--- config.mk ---
export PLATFORM = sky130hd
export DESIGN_NAME = spa_top
export DESIGN_NICKNAME = d
export VERILOG_FILES = /design/src/rtl/spa_top.v
export VERILOG_INCLUDE_DIRS = /design/src /design/src/rtl
export SDC_FILE = /design/constraint.sdc
export NUM_CORES = 1
export LEC_CHECK = 0
export ABC_AREA = 1
export ABC_CLOCK_PERIOD_IN_PS = 5500
export CAP_MARGIN = 30
export CORE_MARGIN = 2
export CORE_UTILIZATION = 45
export CTS_BUF_LIST = sky130_fd_sc_hd__clkbuf_4 sky130_fd_sc_hd__clkbuf_8
export CTS_CLUSTER_SIZE = 12
export DETAILED_ROUTE_END_ITERATION = 8
export DONT_BUFFER_PORTS = 1
export PLACE_DENSITY = 0.59
export SLEW_MARGIN = 20
export SYNTH_ARGS = -nofsm -noshare
export SYNTH_HDL_FRONTEND = slang
export SYNTH_SLANG_ARGS = --single-unit
--- constraint.sdc ---
create_clock -name CLOCK -period 5.5 [get_ports CLOCK]
set_input_delay 1.1 -clock CLOCK [delete_from_list [all_inputs] [get_ports CLOCK]]
set_output_delay 1.1 -clock CLOCK [all_outputs]
set_load 0.05 [all_outputs]
--- src/rtl/spa_regs.vh ---
`ifndef SPA_REGS_VH
`define SPA_REGS_VH

// ****************************************************************
// Timing
// ****************************************************************
`define SPA_CLK_NS      20
`define SPA_TICK_NS     100000000

// ****************************************************************
// Register offsets (byte addresses; setpoint blocks by ADDR[7:4], fields by ADDR[3:2])
// ****************************************************************
`define SPA_A_CTRL      8'h00
`define SPA_A_STAT      8'h04
`define SPA_A_SRST      8'h08
`define SPA_A_SP0       4'h1
`define SPA_A_SP1       4'h2
`define SPA_O_SETP      2'h0
`define SPA_O_HYST      2'h1
`define SPA_O_CFG       2'h2
`define SPA_O_DLY       2'h3

// ****************************************************************
// Control register fields
// ****************************************************************
`define SPA_C_SP2EN     0
`define SPA_C_GREEN     1
`define SPA_C_KEYDSP    2
`define SPA_C_USRDSP    3
`define SPA_C_UFN_LO    4
`define SPA_C_UFN_HI    6
`define SPA_C_KEYSEL_LO 7
`define SPA_C_KEYSEL_HI 8
`define SPA_CTRL_RST    9'h000

// ****************************************************************
// User input functions
// ****************************************************************
`define SPA_UFN_NONE    3'h0
`define SPA_UFN_SP1     3'h1
`define SPA_UFN_SP2     3'h2
`define SPA_UFN_BOTH    3'h3
`define SPA_UFN_DSP     3'h4

// ****************************************************************
// Setpoint config fields and encodings
// ****************************************************************
`define SPA_F_ACT_LO    0
`define SPA_F_ACT_HI    1
`define SPA_F_RM_LO     2
`define SPA_F_RM_HI     3
`define SPA_F_RWD       4
`define SPA_F_INH       5
`define SPA_F_CCH       6
`define SPA_CFG_RST     7'h00
`define SPA_ACT_HI_BAL  2'h0
`define SPA_ACT_LO_BAL  2'h1
`define SPA_ACT_HI_ONE  2'h2
`define SPA_ACT_LO_ONE  2'h3
`define SPA_RM_AUTO     2'h0
`define SPA_RM_INSTANT  2'h1
`define SPA_RM_DEFER    2'h2

// ****************************************************************
// Limits and reset values
// ****************************************************************
`define SPA_SP_MAX      32'sh0001869F
`define SPA_SP_MIN      (-32'sh00004E1F)
`define SPA_SP_RST      18'h00000
`define SPA_HYS_MAX     16'hEA5F
`define SPA_HYS_MIN     16'h0001
`define SPA_HYS_RST     16'h0001
`define SPA_DLY_MAX     16'hEA56
`define SPA_DLY_RST     32'h00000000

`endif

--- src/rtl/spa_top.v ---
// Functional notes
// - Each output holds a signed setpoint up to 99999 compared to display.
// - Each output holds a hysteresis of 1 to 59999 display counts.
// - Action is high or low acting, with balanced or one-sided band.
// - One-sided band sits below setpoint when high, above when low.
// - Turn-on waits the on-delay, up to 5999 s; zero means no wait.
// - Turn-off waits the off-delay; zero means no added wait.
// - Automatic mode turns output off when value crosses off level.
// - Automatic mode: manual reset clears output until trigger recrossed.
// - Latch modes hold output on until key, user, serial reset or power.
// - Instant latch: manual reset clears output until trigger recrossed.
// - Deferred latch: reset waits pending until value crosses off level.
// - Pending deferred reset is lost at power-up unless request held.
// - Latched outputs are off at power-up below setpoint.
// - Display reset from key or user input may also reset output.
// - That combined reset needs display assignment and input shown.
// - Power-up inhibit keeps output off until off level first reached.
// - Colour change enabled toggles backlight on output state change.
// - Setpoints are inactive unless an output card is present.
// - Second output only runs when enabled and fitted on the card.
// - User input reset clears first, second or both outputs.
`timescale 1ns/1ps
`include "spa_regs.vh"

module spa_top #(
    parameter TICK_CYCLES = `SPA_TICK_NS / `SPA_CLK_NS
) (
    // Clock and reset
    input  wire        CLOCK,
    input  wire        RSTN,
    // Register port
    input  wire [7:0]  ADDR,
    input  wire [31:0] WDATA,
    input  wire        WR,
    input  wire        RD,
    output reg  [31:0] RDATA,
    // Display value from the measurement path
    input  wire [17:0] DISPLAY_VALUE,
    input  wire        DISPLAY_VALID,
    input  wire        INPUT_SHOWN,
    // Pins
    input  wire        CARD_PRESENT,
    input  wire        CARD_DUAL,
    input  wire        BACKLIT,
    input  wire        RESET_KEY,
    input  wire        USER_INPUT,
    // Outputs
    output wire [1:0]  SP_OUT,
    output reg         BACKLIGHT_GREEN
);

    localparam [22:0] TICK_LAST = TICK_CYCLES[22:0] - 23'h000001;
    localparam [31:0] SPMAX     = `SPA_SP_MAX;
    localparam [31:0] SPMIN     = `SPA_SP_MIN;

    // ****************************************************************
    // Functions
    // ****************************************************************
    function [17:0] clamp_sp;
        input [31:0] w;
        begin
            if ($signed(w) > $signed(SPMAX))
                clamp_sp = SPMAX[17:0];
            else if ($signed(w) < $signed(SPMIN))
                clamp_sp = SPMIN[17:0];
            else
                clamp_sp = w[17:0];
        end
    endfunction

    function [15:0] clamp_u;
        input [15:0] w;
        input [15:0] lo;
        input [15:0] hi;
        begin
            if (w > hi)
                clamp_u = hi;
            else if (w < lo)
                clamp_u = lo;
            else
                clamp_u = w;
        end
    endfunction

    // Trip test: value beyond setpoint shifted by an offset.
    function trip;
        input [17:0] v;
        input [17:0] s;
        input [16:0] off;
        input        above;
        reg signed [19:0] sv;
        reg signed [19:0] ss;
        reg signed [19:0] so;
        begin
            sv = {{2{v[17]}}, v};
            ss = {{2{s[17]}}, s};
            so = {3'h0, off};
            if (above)
                trip = sv >= ss + so;
            else
                trip = sv <= ss - so;
        end
    endfunction

    // ****************************************************************
    // Pin synchronisers and edge detect
    // ****************************************************************
    reg [4:0] meta;
    reg [4:0] pins;
    reg       key_d;
    reg       usr_d;
    reg [1:0] init_cnt;

    always @(posedge CLOCK or negedge RSTN)
    begin
        if (!RSTN)
        begin
            meta     <= 5'h00;
            pins     <= 5'h00;
            key_d    <= 1'b0;
            usr_d    <= 1'b0;
            init_cnt <= 2'h3;
        end
        else
        begin
            meta  <= {USER_INPUT, RESET_KEY, BACKLIT, CARD_DUAL,
                      CARD_PRESENT};
            pins  <= meta;
            key_d <= pins[3];
            usr_d <= pins[4];
            if (init_cnt != 2'h0)
                init_cnt <= init_cnt - 2'h1;
        end
    end

    wire present = pins[0];
    wire dual    = pins[1];
    wire backlit = pins[2];
    wire key_ev  = pins[3] & ~key_d;
    wire usr_ev  = pins[4] & ~usr_d;
    // The sampled pins settle two edges after release; request levels
    // are caught in the first cycle after that window, at the third edge.
    wire init_pt = (init_cnt == 2'h1);

    // ****************************************************************
    // Tenth-second tick
    // ****************************************************************
    reg [22:0] tick_cnt;
    reg        tick;

    always @(posedge CLOCK or negedge RSTN)
    begin
        if (!RSTN)
        begin
            tick_cnt <= 23'h000000;
            tick     <= 1'b0;
        end
        else if (tick_cnt == TICK_LAST)
        begin
            tick_cnt <= 23'h000000;
            tick     <= 1'b1;
        end
        else
        begin
            tick_cnt <= tick_cnt + 23'h000001;
            tick     <= 1'b0;
        end
    end

    // ****************************************************************
    // Registers
    // ****************************************************************
    reg [8:0]  ctrl;
    reg [17:0] setp [0:1];
    reg [15:0] hyst [0:1];
    reg [6:0]  cfg  [0:1];
    reg [31:0] dly  [0:1];
    reg [1:0]  srst;
    reg [17:0] disp;
    wire [1:0] pend;

    wire       sp_sel = (ADDR[7:4] == `SPA_A_SP0) |
                        (ADDR[7:4] == `SPA_A_SP1);
    wire       idx    = ADDR[5];
    wire [1:0] fld    = ADDR[3:2];
    integer    i;

    always @(posedge CLOCK or negedge RSTN)
    begin
        if (!RSTN)
        begin
            ctrl  <= `SPA_CTRL_RST;
            srst  <= 2'h0;
            disp  <= 18'h00000;
            RDATA <= 32'h00000000;
            for (i = 0; i < 2; i = i + 1)
            begin
                setp[i] <= `SPA_SP_RST;
                hyst[i] <= `SPA_HYS_RST;
                cfg[i]  <= `SPA_CFG_RST;
                dly[i]  <= `SPA_DLY_RST;
            end
        end
        else
        begin
            srst <= 2'h0;
            if (DISPLAY_VALID)
                disp <= DISPLAY_VALUE;
            if (WR && ADDR == `SPA_A_CTRL)
                ctrl <= WDATA[8:0];
            if (WR && ADDR == `SPA_A_SRST)
                srst <= WDATA[1:0];
            if (WR && sp_sel && fld == `SPA_O_SETP)
                setp[idx] <= clamp_sp(WDATA);
            if (WR && sp_sel && fld == `SPA_O_HYST)
                hyst[idx] <= clamp_u(WDATA[15:0], `SPA_HYS_MIN,
                                     `SPA_HYS_MAX);
            if (WR && sp_sel && fld == `SPA_O_CFG)
                cfg[idx] <= WDATA[6:0];
            if (WR && sp_sel && fld == `SPA_O_DLY)
                dly[idx] <= {clamp_u(WDATA[31:16], 16'h0000,
                                     `SPA_DLY_MAX),
                             clamp_u(WDATA[15:0], 16'h0000,
                                     `SPA_DLY_MAX)};
            RDATA <= 32'h00000000;
            if (RD)
            begin
                if (ADDR == `SPA_A_CTRL)
                    RDATA <= {23'h000000, ctrl};
                else if (ADDR == `SPA_A_STAT)
                    RDATA <= {24'h000000, pend, BACKLIGHT_GREEN,
                              backlit, dual, present, SP_OUT};
                else if (sp_sel)
                    case (fld)
                        `SPA_O_SETP:
                            RDATA <= {{14{setp[idx][17]}}, setp[idx]};
                        `SPA_O_HYST: RDATA <= {16'h0000, hyst[idx]};
                        `SPA_O_CFG:  RDATA <= {25'h0000000, cfg[idx]};
                        default:     RDATA <= dly[idx];
                    endcase
            end
        end
    end

    // ****************************************************************
    // Reset sources
    // ****************************************************************
    wire [2:0] ufn = ctrl[`SPA_C_UFN_HI:`SPA_C_UFN_LO];
    wire [1:0] key_sel = ctrl[`SPA_C_KEYSEL_HI:`SPA_C_KEYSEL_LO];
    wire [1:0] usr_hit = {ufn == `SPA_UFN_SP2 || ufn == `SPA_UFN_BOTH,
                          ufn == `SPA_UFN_SP1 || ufn == `SPA_UFN_BOTH};
    wire dsp_rst = INPUT_SHOWN &
        ((key_ev & ctrl[`SPA_C_KEYDSP]) |
         (usr_ev & ctrl[`SPA_C_USRDSP] & ufn == `SPA_UFN_DSP));
    wire [1:0] active = {present & dual & ctrl[`SPA_C_SP2EN],
                         present};

    // ****************************************************************
    // Setpoint outputs
    // ****************************************************************
    genvar g;
    generate
        for (g = 0; g < 2; g = g + 1)
        begin : chan
            wire [6:0]  c    = cfg[g];
            wire [1:0]  act  = c[`SPA_F_ACT_HI:`SPA_F_ACT_LO];
            wire [1:0]  rm   = c[`SPA_F_RM_HI:`SPA_F_RM_LO];
            wire        low  = act[0];
            wire        bal  = ~act[1];
            wire [16:0] half = {2'h0, hyst[g][15:1]};
            // Balanced: both levels half a band from setpoint; one-sided:
            // on at setpoint, off a full band on the far side.
            wire [16:0] on_off  = bal ? half : 17'h00000;
            wire [16:0] off_off = bal ? half
                                      : {1'b0, hyst[g]};
            wire trig_on  = low ? trip(disp, setp[g], on_off, 1'b0)
                                : trip(disp, setp[g], on_off,
                                       1'b1);
            wire trig_off = low ? trip(disp, setp[g], off_off, 1'b1)
                                : trip(disp, setp[g], off_off, 1'b0);
            wire man = (key_ev & key_sel[g]) |
                       (usr_ev & usr_hit[g]) | srst[g] |
                       (dsp_rst & c[`SPA_F_RWD]);
            wire req = (pins[3] & key_sel[g]) | (pins[4] & usr_hit[g]);
            reg         out;
            reg         blk;
            reg         inh;
            reg         pnd;
            reg  [15:0] cnt;

            always @(posedge CLOCK or negedge RSTN)
            begin
                if (!RSTN)
                begin
                    out <= 1'b0;
                    blk <= 1'b0;
                    inh <= 1'b1;
                    pnd <= 1'b0;
                    cnt <= 16'h0000;
                end
                else if (!active[g])
                begin
                    out <= 1'b0;
                    blk <= 1'b0;
                    inh <= 1'b1;
                    pnd <= 1'b0;
                    cnt <= 16'h0000;
                end
                else
                begin
                    if (init_pt && req && rm == `SPA_RM_DEFER)
                        pnd <= 1'b1;
                    if (trig_off || !c[`SPA_F_INH])
                        inh <= 1'b0;
                    if (trig_off)
                        blk <= 1'b0;
                    if (man && out && rm == `SPA_RM_DEFER)
                        pnd <= 1'b1;
                    else if (man && out)
                    begin
                        out <= 1'b0;
                        blk <= 1'b1;
                        cnt <= 16'h0000;
                    end
                    else if (!out)
                    begin
                        if (trig_on && !blk && !inh)
                        begin
                            if (cnt >= dly[g][15:0])
                            begin
                                out <= 1'b1;
                                cnt <= 16'h0000;
                            end
                            else if (tick)
                                cnt <= cnt + 16'h0001;
                        end
                        else
                            cnt <= 16'h0000;
                    end
                    else if (trig_off &&
                             (rm == `SPA_RM_AUTO || pnd))
                    begin
                        if (cnt >= dly[g][31:16])
                        begin
                            out <= 1'b0;
                            pnd <= 1'b0;
                            cnt <= 16'h0000;
                        end
                        else if (tick)
                            cnt <= cnt + 16'h0001;
                    end
                    else
                        cnt <= 16'h0000;
                end
            end

            assign SP_OUT[g] = out;
            assign pend[g]   = pnd;
        end
    endgenerate

    // ****************************************************************
    // Backlight colour
    // ****************************************************************
    reg [1:0] out_d;
    reg       flip;
    wire [1:0] cch = {cfg[1][`SPA_F_CCH], cfg[0][`SPA_F_CCH]};

    always @(posedge CLOCK or negedge RSTN)
    begin
        if (!RSTN)
        begin
            out_d           <= 2'h0;
            flip            <= 1'b0;
            BACKLIGHT_GREEN <= 1'b0;
        end
        else
        begin
            out_d <= SP_OUT;
            if (backlit && |((SP_OUT ^ out_d) & cch))
                flip <= ~flip;
            BACKLIGHT_GREEN <= backlit & (ctrl[`SPA_C_GREEN] ^ flip);
        end
    end

endmodule

==> impl_metrics.tcl <==
set metrics [dict create \
    outcome "complete, no violations" \
    skew_ns 0.0457 \
    clk_pin_slew_ns 0.06 \
    endpoint "chan[0].cnt[0]$_DFFE_PN0P_" \
    grt_setup_unrepaired "false" \
    fmax_ghz 0.200 \
    leakagePower_nw 14.4 \
    synth_most_common_cell "nand2_1" \
    yosys-top-cells-count "nand2_1 (916), inv_1 (469), ha_1 (351), dfrtp_1 (283), a21oi_1 (265)" \
    setup_violations 0 \
    vias 23700 \
    path_buf_inv 4 \
    end_kind "flip-flop" \
    grt_pass1_vias 22700 \
    ant_nets 0 \
    netlist_top_cells_area "dfrtp_1 (27%), ha_1 (17%), nand2_1 (13%)" \
    grt_use_total_pct 29.1 \
    fin_total_pwr_mw 10.9 \
    drive_gt1_share_pct 6.46 \
    die_area_sq_mm 0.0595 \
    cp.depth 27 \
    syn_inst 3618 \
    grt_pass1_wl_um 134000 \
    timing.final.crit_period_ns 4.99 \
    ys_types 60 \
    grt_start_max_net_pins 290 \
    cts_root_buf "clkbuf_8" \
    cts-htree-levels 2 \
    post_cts_resized 0 \
    rows 87 \
    first_iter_violations 1999 \
    clk_latency_ns 0.69 \
    fin_crit_sh_pct 90.7 \
    synth.top_cell.area_share_pct 27.3 \
    whs_ns 0.134 \
    max-slew-margin-rel_pct 35.0 \
    cts_buffers 54 \
    ys_async_sr_fraction_pct 100 \
    synthFlopType "dfrtp_1" \
    port_buffers 0 \
    synth.net_count 4046 \
    drc_errors 0 \
    ioPinCount 104 \
    worst_pin_slew_ns 0.975 \
    synth_edf_count 0 \
    cts_tree "done" \
    dieHeight_um 244 \
    start_util_pct 45.8 \
    core_area_sq_mm 0.0566 \
    timing.rr.end "chan[0].cnt[0]$_DFFE_PN0P_" \
    hold_violations 0 \
    avgRoutedWirePerCell_um 19.8 \
    crit_start "chan[0].c[1]$_DFFE_PN0P_" \
    critical_path.max_fanout 28 \
    yosysSeqAreaShare_pct 28.0 \
    worstPathArrival_ns 5.55 \
    ff2ff_setup_slack_ns 0.51 \
    p_per_area_mw_per_mm2 393 \
    clock_sinks 289 \
    layout.cells.non_filler 4379 \
    crit_family "simple AND/OR/NAND/NOR gates" \
    grt_antenna_before_repair 1 \
    crit_top_cell "nand2_1" \
    worstReg2RegStart "chan[0].c[1]$_DFFE_PN0P_" \
    hold_class "input pin to async pin" \
    ys_ff_latch 289 \
    gp_congestion 0.956 \
    ys_warn_count 0 \
    vdd_ir_drop_max_uv 205 \
    worstSetupPathType "flip-flop to flip-flop" \
    ff2ff_path_depth 27 \
    critical_path.startpoint_type "flip-flop" \
    synth_top_area_cell "dfrtp_1" \
    area_delta_synth_final_pct 6.73 \
    dp.cells 4281 \
    cts.hold.buffers_added 0 \
    slowest_delay_ns 0.42 \
    maxSlewViolCount 0 \
    totalWireLength_um 86700 \
    cap_viol_max_count 0 \
    finalSetupTns_ns 0 \
    post_cts_buffers 0 \
    vias_per_cell 5.42 \
    crit_slowest_cell "dfrtp_1" \
    clock_path_buffers 3 \
    drt-pass1-iter-count 9 \
    avgSynthCellArea_sq_um 7.16 \
    crit_required_ns 6.06 \
    die_w_um 244 \
    layout.nets 4009 \
    synth_area_sq_mm 0.0259 \
    hpwl_um 68000 \
    grt_overflow 0 \
]
==> worst min path at each step <==
stage,cells after the start,slack (ns),to
final,0,0.13,disp[6]$_DFFE_PN0P_
after global routing,0,0.11,disp[6]$_DFFE_PN0P_
after CTS,0,0.09,disp[6]$_DFFE_PN0P_
after detailed placement,0,0.34,pins[4]$_DFF_PN0_
after global placement,0,0.33,pins[1]$_DFF_PN0_
after floorplan,0,0.33,pins[0]$_DFF_PN0_
==> registers in the layout (all words and copies together) (netlist names), 2 cells and up <==
| signal | flops |
|---|---|
| setp | 36 |
| chan.half | 30 |
| out_d | 2 |
| chan.inh | 2 |
| chan.c | 14 |
| RDATA | 32 |
| ctrl | 9 |
| meta | 5 |
| pins | 5 |
| hyst | 2 |
| tick_cnt | 23 |
| chan.pnd | 2 |
| srst | 2 |
| dly | 64 |
| disp | 18 |
| init_cnt | 2 |
| chan.out | 2 |
| chan.blk | 2 |
| chan.cnt | 32 |
==> worst reg2reg max path: stages (launching register included) <==
cell and delay [ns]:
dfrtp_1 0.42, buf_4 0.24, nor2_1 0.18, inv_1 0.08, ha_1 0.40, inv_2 0.13
nand3b_1 0.10, nand2_1 0.13, a21oi_2 0.09, o21ai_1 0.33, a21boi_1 0.17, o21ai_1 0.29
nand2_1 0.11, nand3_1 0.09, nand2_1 0.06, ha_1 0.29, nand2_1 0.10, inv_1 0.04
nand2_1 0.05, nand2_1 0.05, a21oi_1 0.42, nand3_1 0.13, nand2_1 0.08, nand3_1 0.20
nand4_1 0.17, nand2_2 0.29, nand3_1 0.20, nand2_1 0.07
==> cells by family (layout without fill, tap and decap cells) <==
kind of cell | after synthesis | in the layout | synth area share (%)
AOI/OAI and AO/OA | 707 | 707 | 15.1
xor gates and xnor gates | 145 | 145 | 4.90
adders and majority gates | 359 | 359 | 17.6
buffers and inverters | 608 | 611 | 9.16
DFF | 289 | 289 | 28.0
muxes | 17 | 17 | 0.739
other | 0 | 2 | 0
and+or+nand+nor | 1493 | 1493 | 24.6
==> power breakdown <==
| part | leakage, nW | switching (mW) | total, mW | internal, mW |
|---|---|---|---|---|
| clock | 0.625 | 1.02 | 2.30 | 1.28 |
| combinational | 10.1 | 3.73 | 5.83 | 2.09 |
| sequential | 3.64 | 0.374 | 2.73 | 2.35 |
| total | 14.4 | 5.13 | 10.9 | 5.72 |
==> final cells by class <==
class	instances	area (sq um)
inverters	499	1870
diodes	2	5.00
well taps	756	946
flip-flops and latches	289	7240
multi-input cells	2721	16300
fillers	5918	29000
clock inverters	11	115
repair buffers	16	120
clock buffers	85	1060
==> placed cells by master (no fill, tap or decap), types with 15 or more instances in the layout <==
cell type / n
ha_1: 351
buf_4: 16
o21ai_0: 241
nor3_1: 51
a21oi_1: 265
a211oi_1: 17
nor4_1: 15
inv_1: 469
clkbuf_4: 18
o21ai_1: 66
clkbuf_8: 67
nand3_2: 19
a31oi_1: 23
xnor2_1: 16
inv_2: 28
mux2_2: 17
xor2_1: 129
dfrtp_1: 283
nand4_1: 45
nand3_1: 133
nand2_1: 916
nor2_1: 254
==> through the flow <==
| stage | area (sq um) | util [%] | setup slack [ns] |
|---|---|---|---|
| floorplan | 25900 | - | 1.43 |
| detailed placement | 26500 | 46.8 | 0.638 |
| global placement | 26500 | 46.7 | 0.725 |
| CTS | 27600 | 48.8 | 0.583 |
| finish | 27600 | 48.8 | 0.512 |
| global route | 27600 | 48.8 | 0.0479 |
==> per-layer routing <==
metal	track usage, %	routed length [um]	vias up
met5	0	0	-
met4	11.5	3620	0
met3	4.24	5600	172
met2	46.2	38300	781
met1	39.8	39100	11000
li1	-	-	11800
Note: power is estimated with default switching activity, not from simulation.
